**src/pkg/mpa_pkg.sv**
```systemverilog
package mpa_pkg;

  // ==========================================================================
  // widths and sizes
  localparam int ADDR_W    = 32;   // address width of every port
  localparam int DATA_W    = 256;  // one internal word per command
  localparam int NUM_RD    = 2;    // reader ports below the writer
  localparam int NUM_PORTS = NUM_RD + 1;
  localparam int PORT_W    = 2;    // port index width
  localparam int RD_CAP    = 128;  // default outstanding-read cap
  localparam int TAG_DEPTH = 256;  // tag entries, covers every read in flight
  localparam int TAG_AW    = 8;
  localparam logic [PORT_W-1:0] WR_PORT = 2'h0; // writer has top priority

  // ==========================================================================
  // carriers
  typedef struct packed {
    logic              is_read;
    logic [ADDR_W-1:0] addr;
  } mpa_cmd_s;

  typedef struct packed {
    logic [PORT_W-1:0] port;
    logic              first;
    logic              last;
  } mpa_tag_s;

  typedef struct packed {
    logic [ADDR_W-1:0] first;
    logic [ADDR_W-1:0] last;
    logic [ADDR_W-1:0] low;
    logic [ADDR_W-1:0] high;
  } mpa_rd_addr_s;

  // ==========================================================================
  // next address with wrap, shared by both port kinds
  function automatic logic [ADDR_W-1:0] mpa_next_addr(input logic [ADDR_W-1:0] ptr,
                                                      input logic [ADDR_W-1:0] wrap_at,
                                                      input logic [ADDR_W-1:0] wrap_to);
    mpa_next_addr = (ptr == wrap_at) ? wrap_to : ptr + 32'h0000_0001;
  endfunction

endpackage

```
**src/hdl/mpa_rd_port.sv**
```systemverilog
`timescale 1ns/100ps
`default_nettype none
module mpa_rd_port #(
  parameter int AFULL_DEPTH = mpa_pkg::RD_CAP
) (
  // clock and resets
  input  wire logic                  ref_clk,
  input  wire logic                  resetn,
  input  wire logic                  ce,
  input  wire logic                  port_reset,
  // client control
  input  wire logic                  strobe,
  input  wire logic                  abort,
  input  wire mpa_pkg::mpa_rd_addr_s addrs,
  input  wire logic                  afull,
  output logic                       sent,
  output logic                       done,
  // toward the command mux
  output logic                       req,
  output logic [mpa_pkg::ADDR_W-1:0] req_addr,
  output logic                       req_first,
  output logic                       req_last,
  input  wire logic                  grant,
  input  wire logic                  returned
);
  import mpa_pkg::*;

  localparam int CW = $clog2(AFULL_DEPTH + 1);
  localparam logic [CW-1:0] CAP = CW'(AFULL_DEPTH);
  localparam logic [CW-1:0] ONE = CW'(1);

  logic              busy_r;
  logic              first_r;
  logic [ADDR_W-1:0] ptr_r;
  mpa_rd_addr_s      a_r;
  logic [CW-1:0]     outst_r;
  logic [CW-1:0]     outst_nxt;

  // ==========================================================================
  // request decode
  wire under_cap = outst_r < CAP;
  assign req       = busy_r && !afull && under_cap;
  assign req_addr  = ptr_r;
  assign req_first = first_r;
  assign req_last  = ptr_r == a_r.last;
  assign sent      = !busy_r;
  assign done      = !busy_r && (outst_r == '0);
  // in-flight count: a grant and a return in the same cycle cancel
  assign outst_nxt = (grant && !returned) ? outst_r + ONE :
                     (!grant && returned) ? outst_r - ONE : outst_r;

  // ==========================================================================
  // address walk over the requested area
  always_ff @(posedge ref_clk or negedge resetn) begin
    if (!resetn) begin
      busy_r  <= 1'b0;
      first_r <= 1'b0;
      ptr_r   <= '0;
      a_r     <= '0;
      outst_r <= '0;
    end else if (ce) begin
      if (port_reset) begin
        busy_r  <= 1'b0;
        first_r <= 1'b0;
        outst_r <= '0;
      end else begin
        outst_r <= outst_nxt;
        if (strobe && !busy_r) begin
          a_r     <= addrs;
          ptr_r   <= addrs.first;
          busy_r  <= 1'b1;
          first_r <= 1'b1;
        end else if (abort) begin
          busy_r <= 1'b0;                                // stop issuing, data still returns
        end else if (grant) begin
          ptr_r   <= mpa_next_addr(ptr_r, a_r.high, a_r.low);
          first_r <= 1'b0;
          if (req_last)
            busy_r <= 1'b0;
        end
      end
    end
  end

endmodule
`default_nettype wire

```
**src/hdl/mpa_top.sv**
```systemverilog
`timescale 1ns/100ps
`default_nettype none
// Summary of operation
// - writer takes a 32-bit end address and wraps to start there
// - writer raises its done output when the write operation finishes
// - write data arrives as 256-bit words, one per accepted transfer
// - without write_last the writer wraps over its area forever
// - client empty stops the writer from pulling words
// - every word shown while read-acknowledge is high is captured and written
// - command mux grants by strict fixed priority, no fairness
// - selection follows highest not-empty port; commands taken next cycle
// - controller moves exactly one internal word per command
// - each port walks the whole requested address range by itself
// - every read command pushes the issuing port into the tag FIFO
// - returning data pops a tag; data goes to all ports, write strobe only to that port
// - each tag carries first-word and last-word flags
// - reader issues commands until the client raises almost-full
// - reader caps outstanding reads by parameter and pauses at the cap
// - first read word of an operation carries a one-word marker
// - write commands and data pass toward the controller through the command stage
module mpa_top #(
  parameter int AFULL_DEPTH = mpa_pkg::RD_CAP
) (
  // clock, reset, enable
  input  wire logic                                ref_clk,
  input  wire logic                                resetn,
  input  wire logic                                ce,
  // writer port
  input  wire logic                                write_reset,
  input  wire logic                                write_strobe,
  input  wire logic [mpa_pkg::ADDR_W-1:0]          write_first_addr,
  input  wire logic [mpa_pkg::ADDR_W-1:0]          write_last_addr,
  output logic                                     write_done,
  input  wire logic [mpa_pkg::DATA_W-1:0]          write_data,
  input  wire logic                                write_last,
  input  wire logic                                write_empty,
  output logic                                     write_read,
  // reader ports
  input  wire logic [mpa_pkg::NUM_RD-1:0]          read_reset,
  input  wire logic [mpa_pkg::NUM_RD-1:0]          read_strobe,
  input  wire logic [mpa_pkg::NUM_RD-1:0]          read_abort,
  input  wire mpa_pkg::mpa_rd_addr_s [mpa_pkg::NUM_RD-1:0] read_addrs,
  input  wire logic [mpa_pkg::NUM_RD-1:0]          read_afull,
  output logic [mpa_pkg::NUM_RD-1:0]               read_sent,
  output logic [mpa_pkg::NUM_RD-1:0]               read_done,
  output logic [mpa_pkg::DATA_W-1:0]               read_data,
  output logic [mpa_pkg::NUM_RD-1:0]               read_firstdata,
  output logic [mpa_pkg::NUM_RD-1:0]               read_lastdata,
  output logic [mpa_pkg::NUM_RD-1:0]               read_wr,
  // memory controller side
  output logic                                     mc_cmd_valid,
  input  wire logic                                mc_cmd_ready,
  output mpa_pkg::mpa_cmd_s                        mc_cmd,
  output logic [mpa_pkg::DATA_W-1:0]               mc_wdata,
  input  wire logic                                mc_rdata_valid,
  input  wire logic [mpa_pkg::DATA_W-1:0]          mc_rdata
);
  import mpa_pkg::*;

  localparam logic [TAG_AW:0] TAG_FULL = (TAG_AW+1)'(TAG_DEPTH);

  // ==========================================================================
  // writer state
  logic              w_busy_r;
  logic              w_done_r;
  logic [ADDR_W-1:0] w_ptr_r;
  logic [ADDR_W-1:0] w_start_r;
  logic [ADDR_W-1:0] w_end_r;

  // ==========================================================================
  // mux, command stage and tag FIFO state
  logic [PORT_W-1:0]    sel_r;
  logic [PORT_W-1:0]    sel_nxt;
  logic                 cmd_v_r;
  mpa_cmd_s             cmd_r;
  logic [DATA_W-1:0]    wdata_r;
  mpa_tag_s             tag_mem [TAG_DEPTH];
  logic [TAG_AW-1:0]    tag_wp_r;
  logic [TAG_AW-1:0]    tag_rp_r;
  logic [TAG_AW:0]      tag_cnt_r;
  logic [DATA_W-1:0]    rdata_r;
  logic [NUM_RD-1:0]    rwr_r;
  logic [NUM_RD-1:0]    rfirst_r;
  logic [NUM_RD-1:0]    rlast_r;

  // per-port request wires, index 0 is the writer
  logic [NUM_PORTS-1:0] req;
  logic [ADDR_W-1:0]    req_addr  [NUM_PORTS];
  logic [NUM_PORTS-1:0] req_first;
  logic [NUM_PORTS-1:0] req_last;
  logic [NUM_PORTS-1:0] grant;
  logic [NUM_RD-1:0]    returned;

  // ==========================================================================
  // command stage: taken when empty or when the controller takes the old one
  wire slot_free = !cmd_v_r || mc_cmd_ready;
  wire tag_full  = tag_cnt_r == TAG_FULL;               // reads wait, never overrun
  wire sel_rd    = sel_r != WR_PORT;
  wire take      = ce && slot_free && req[sel_r] && !(sel_rd && tag_full);
  wire take_rd   = take && sel_rd;
  wire tag_pop   = ce && mc_rdata_valid;
  mpa_tag_s tag_head;
  assign tag_head = tag_mem[tag_rp_r];

  // fixed priority: lowest index that asks wins
  always_comb begin
    sel_nxt = sel_r;                                    // hold while nobody asks
    for (int i = NUM_PORTS - 1; i >= 0; i--) begin
      if (req[i])
        sel_nxt = PORT_W'(i);
    end
  end

  // ==========================================================================
  // writer port, registered addresses, data straight into the command stage
  assign req[0]       = w_busy_r && !write_empty;
  assign req_addr[0]  = w_ptr_r;
  assign req_first[0] = 1'b0;
  assign req_last[0]  = 1'b0;
  assign grant[0]     = take && (sel_r == WR_PORT);
  assign write_read   = grant[0];
  assign write_done   = w_done_r;

  always_ff @(posedge ref_clk or negedge resetn) begin
    if (!resetn) begin
      w_busy_r  <= 1'b0;
      w_done_r  <= 1'b0;
      w_ptr_r   <= '0;
      w_start_r <= '0;
      w_end_r   <= '0;
    end else if (ce) begin
      if (write_reset) begin
        w_busy_r <= 1'b0;
        w_done_r <= 1'b0;
      end else if (write_strobe) begin
        w_start_r <= write_first_addr;
        w_end_r   <= write_last_addr;
        w_ptr_r   <= write_first_addr;
        w_busy_r  <= 1'b1;
        w_done_r  <= 1'b0;
      end else if (grant[0]) begin
        w_ptr_r <= mpa_next_addr(w_ptr_r, w_end_r, w_start_r);
        if (write_last) begin
          w_busy_r <= 1'b0;
          w_done_r <= 1'b1;
        end
      end
    end
  end

  // ==========================================================================
  // reader ports
  for (genvar g = 0; g < NUM_RD; g++) begin : g_rd
    assign grant[g+1]    = take && (sel_r == PORT_W'(g + 1));
    assign returned[g]   = tag_pop && (tag_head.port == PORT_W'(g + 1));

    mpa_rd_port #(
      .AFULL_DEPTH (AFULL_DEPTH)
    ) u_rd (
      .ref_clk     (ref_clk),
      .resetn      (resetn),
      .ce          (ce),
      .port_reset  (read_reset[g]),
      .strobe      (read_strobe[g]),
      .abort       (read_abort[g]),
      .addrs       (read_addrs[g]),
      .afull       (read_afull[g]),
      .sent        (read_sent[g]),
      .done        (read_done[g]),
      .req         (req[g+1]),
      .req_addr    (req_addr[g+1]),
      .req_first   (req_first[g+1]),
      .req_last    (req_last[g+1]),
      .grant       (grant[g+1]),
      .returned    (returned[g])
    );
  end

  // ==========================================================================
  // selection register and command stage toward the controller
  always_ff @(posedge ref_clk or negedge resetn) begin
    if (!resetn) begin
      sel_r   <= WR_PORT;
      cmd_v_r <= 1'b0;
      cmd_r   <= '0;
      wdata_r <= '0;
    end else if (ce) begin
      sel_r <= sel_nxt;
      if (take) begin
        cmd_v_r       <= 1'b1;
        cmd_r.is_read <= sel_rd;
        cmd_r.addr    <= req_addr[sel_r];
        wdata_r       <= write_data;
      end else if (mc_cmd_ready) begin
        cmd_v_r <= 1'b0;
      end
    end
  end

  assign mc_cmd_valid = cmd_v_r;
  assign mc_cmd       = cmd_r;
  assign mc_wdata     = wdata_r;

  // ==========================================================================
  // tag FIFO: pointers and count
  always_ff @(posedge ref_clk or negedge resetn) begin
    if (!resetn) begin
      tag_wp_r  <= '0;
      tag_rp_r  <= '0;
      tag_cnt_r <= '0;
    end else if (ce) begin
      if (take_rd)
        tag_wp_r <= tag_wp_r + 1'b1;
      if (tag_pop)
        tag_rp_r <= tag_rp_r + 1'b1;
      if (take_rd && !tag_pop)
        tag_cnt_r <= tag_cnt_r + 1'b1;
      else if (!take_rd && tag_pop && tag_cnt_r != '0)
        tag_cnt_r <= tag_cnt_r - 1'b1;
    end
  end

  // tag storage has no reset so it maps onto memory
  always_ff @(posedge ref_clk) begin
    if (ce && take_rd)
      tag_mem[tag_wp_r] <= '{port: sel_r, first: req_first[sel_r], last: req_last[sel_r]};
  end

  // ==========================================================================
  // read return: data to all, valid and markers only to the tagged port
  always_ff @(posedge ref_clk or negedge resetn) begin
    if (!resetn) begin
      rdata_r  <= '0;
      rwr_r    <= '0;
      rfirst_r <= '0;
      rlast_r  <= '0;
    end else if (ce) begin
      rdata_r  <= mc_rdata;
      rwr_r    <= returned;
      rfirst_r <= tag_head.first ? returned : '0;
      rlast_r  <= tag_head.last ? returned : '0;
    end
  end

  assign read_data      = rdata_r;
  assign read_wr        = rwr_r;
  assign read_firstdata = rfirst_r;
  assign read_lastdata  = rlast_r;

endmodule
`default_nettype wire

```
**config.mk**
```make
export PLATFORM = sky130hd
export DESIGN_NAME = mpa_top
export DESIGN_NICKNAME = d
export VERILOG_FILES = /design/src/pkg/mpa_pkg.sv /design/src/hdl/mpa_rd_port.sv /design/src/hdl/mpa_top.sv
export SDC_FILE = /design/constraint.sdc
export NUM_CORES = 2
export LEC_CHECK = 0
export ABC_CLOCK_PERIOD_IN_PS = 17200
export BUFFER_PORTS_ARGS = -buffer_cell sky130_fd_sc_hd__buf_4
export CORE_AREA = 5 5 551 553
export CTS_CLUSTER_SIZE = 8
export DETAILED_ROUTE_END_ITERATION = 8
export DIE_AREA = 0 0 556 558
export PLACE_DENSITY = 0.56
export SLEW_MARGIN = 10
export SYNTH_ARGS = -nofsm -noshare
export SYNTH_HDL_FRONTEND = slang
export SYNTH_SLANG_ARGS = --single-unit
```
**constraint.sdc**
```tcl
create_clock -name ref_clk -period 17.2 [get_ports ref_clk]
set_clock_uncertainty 0.2 [all_clocks]
set_input_delay 4.3 -clock ref_clk [delete_from_list [all_inputs] [get_ports ref_clk]]
set_output_delay 4.3 -clock ref_clk [all_outputs]
set_load 0.1 [all_outputs]
```
==> out/qor.txt <==
outcome: complete, no violations
port bufs: 1,406
Avg Vias per Cell: 5.22
via count: 59,700
total negative slack: 0 ns
IO Pins: 1,407
Worst Path Required: 12.70 ns
die area: 310,000 sq um
vias in the first global route: 58,300
clock-pin slew on the worst setup and hold paths: 0.06 ns
hpwl dp: 388,000 um
FF-to-FF path depth: 17
commonest non-fill, non-tap cell in the layout: buf_4
clk_lat worst skew: 0.88 ns
post-CTS resize count: 0
Num CTS Buffers: 292
share of cells above drive strength 1: 36.6%
initial antenna violation count: 165
top_reg_cell synth: edfxtp_1
sequential element share of the synthesized area: 66.1%
Netlist Area Pre-Place: 82,600 sq um
Max IR drop VDD: 0.114 mV
GRT overflow: 0
Worst R2R End: g_rd[0].u_rd.outst_r[7]
Post-CTS Setup Inserts: 0
setup ws final: 6.18 ns
LEAKAGE: 41.1 nW
critical register-to-register path startpoint: tag_rp_r[0]
Tot GR Track Use: 30.2%
crit path time final: 11.02 ns
Setup crit start kind: primary input
htree depth: 5
Hold EP: mc_wdata[247]
clock tree sinks: 1,977
highest-count cells in the layout ignoring fill and taps: buf_4, edfxtp_1, nand2_1
width of the die: 556 um
total power: 19.9 mW
root buf cell: clkbuf_16
final wirelength: 485,000 um
R2R Setup Slk: 9.27 ns
Yosys warnings: 0
RD Place Congestion: 1.08
Post-Synthesis Cells: 5,825
Max Cap Viol: 0
ANT nets after route: 0
global-route wire length before repair: 611,000 um
Post-synth ARST share: 48.2%
Pwr Density: 188 nW/um^2
met1 Use GR: 33.1%
area post-placement: 97,400 sq um
synthesis-to-finish area growth: 28.1%
cell row count: 201
largest net degree at the start of global routing: 195
Die Y: 558 um
dpl ws: 6.17 ns
number of synthesized register bits: 1,977
worst hold path class: reg2reg
DRC violations left: 0
Crit Path Max Fanout: 27
core area: 298,000 sq um
drt first-iter violations: 7,000
fill count: 28,900
Final Hold Fails: 0
Pre-Repair DR Iteration Count: 6
critical path arrival: 6.52 ns
NumNets Final: 8,087
TritonCTS clock tree: built
Crit. End Element: primary output
Hold Buf Count CTS: 0
GR Util met2: 45.6%
final setup vio count: 0
Post-synth EDFFs: 1,024
Worst Hold Depth: 2
Post-Layout Cell Count: 11,400
RSZ-0062 raised after global routing: false
Final Instance Area: 106,000 sq um
grt met3 use: 9.14%
GR peak layer: met2
Hold Crit Start: mc_wdata[247]
highest clock rate: 90.7 MHz
routed len/inst: 42.4 um
CP Class: in2out
CTS max path bufs: 4
Starting Density: 27.7%
max_slew headroom: 10.1%
Final Slew Violations: 0
Placed Cells: 10,900
Worst Tran Pin Value: 1.33 ns
Final period util: 64.1%
Avg Cell Area, Syn: 14.2 sq um
Post-Syn Nets: 6,704
Yosys cell types: 72
==> logic make-up after synthesis <==
group | share of synthesized area, %
adder cells (fa/ha/maj) | 0.482
XOR/XNOR | 2.98
buffers and inverters | 2.25
AO/OA/AOI/OAI | 3.92
AND/OR/NAND/NOR | 8.21
multiplexers | 16.1
flip-flops | 66.1
==> state kept, by name (all words and copies together) (netlist names) <==
register and cells:
g_rd.u_rd.a_r 192, g_rd.u_rd.busy_r 2, g_rd.u_rd.outst_r 16, g_rd.u_rd.req_addr 64, g_rd.u_rd.req_first 2, mc_cmd 33, mc_cmd_valid 1, mc_wdata 256
read_data 256, read_firstdata 2, read_lastdata 2, read_wr 2, sel_r 2, tag_cnt_r 9, tag_mem 1024, tag_rp_r 8
tag_wp_r 8, w_busy_r 1, w_end_r 32, w_ptr_r 32, w_start_r 32, write_done 1
==> layer usage <==
layer  up-vias  wire (um)
li1      24000          -
met1     31100     166000
met2      3533     215000
met3      1006      43600
met4        82      59400
met5         -       1030
==> synth_stat cells (25+ instances only) <==
| master | number | area share, % |
|---|---|---|
| a211oi_1 | 79 | 0.72 |
| a21oi_1 | 174 | 1.1 |
| buf_1 | 35 | 0.16 |
| buf_4 | 25 | 0.23 |
| clkbuf_1 | 322 | 1.5 |
| dfrtp_1 | 953 | 29 |
| edfxtp_1 | 1024 | 37 |
| ha_1 | 27 | 0.41 |
| inv_1 | 41 | 0.19 |
| mux2_2 | 524 | 7.1 |
| mux2i_1 | 95 | 1.2 |
| mux4_2 | 286 | 7.8 |
| nand2_1 | 982 | 4.5 |
| nand3_1 | 53 | 0.32 |
| nand4_1 | 64 | 0.48 |
| nor2_1 | 460 | 2.1 |
| o21ai_0 | 120 | 0.73 |
| xnor2_1 | 225 | 2.4 |
| xor2_1 | 52 | 0.55 |
==> worst max path at each step <==
stage,depth (start not counted),slack [ns],end,startpoint
after floorplan,4,4.67,write_read,ce
after global placement,5,6.20,write_read,ce
after detailed placement,5,6.17,write_read,ce
after CTS,5,6.16,write_read,ce
after global routing,5,6.06,write_read,ce
final,5,6.18,write_read,ce
==> metrics by stage <==
stage               util [%]  hold slack [ns]
floorplan                  -            0.248
global placement        32.6            0.265
detailed placement      32.6            0.267
CTS                     35.4            0.281
global route            35.5            0.295
finish                  35.5            0.277
==> where the power goes <==
part	internal [mW]	switching (mW)	total, mW
clock network	3.14	2.15	5.29
registers	5.79	0.809	6.60
logic	2.00	5.97	7.98
total	10.9	8.93	19.9
==> layout make-up <==
class | count | area (sq um) | area share, %
antenna | 166 | 415 | 0.392
clock buffer | 379 | 7810 | 7.38
clock inverter | 20 | 274 | 0.259
inverter | 43 | 161 | 0.152
multi-input combinational | 3401 | 26300 | 24.9
sequential | 1977 | 54600 | 51.6
tap | 3958 | 4950 | 4.68
timing repair buffer | 1493 | 11300 | 10.7
==> worst max-delay path: stages <==
cell and delay, ns:
buf_8 0.27, inv_1 0.46, a21oi_1 0.49, nor4b_2 0.48
buf_4 0.44
Power figures use the tool's default switching activity.
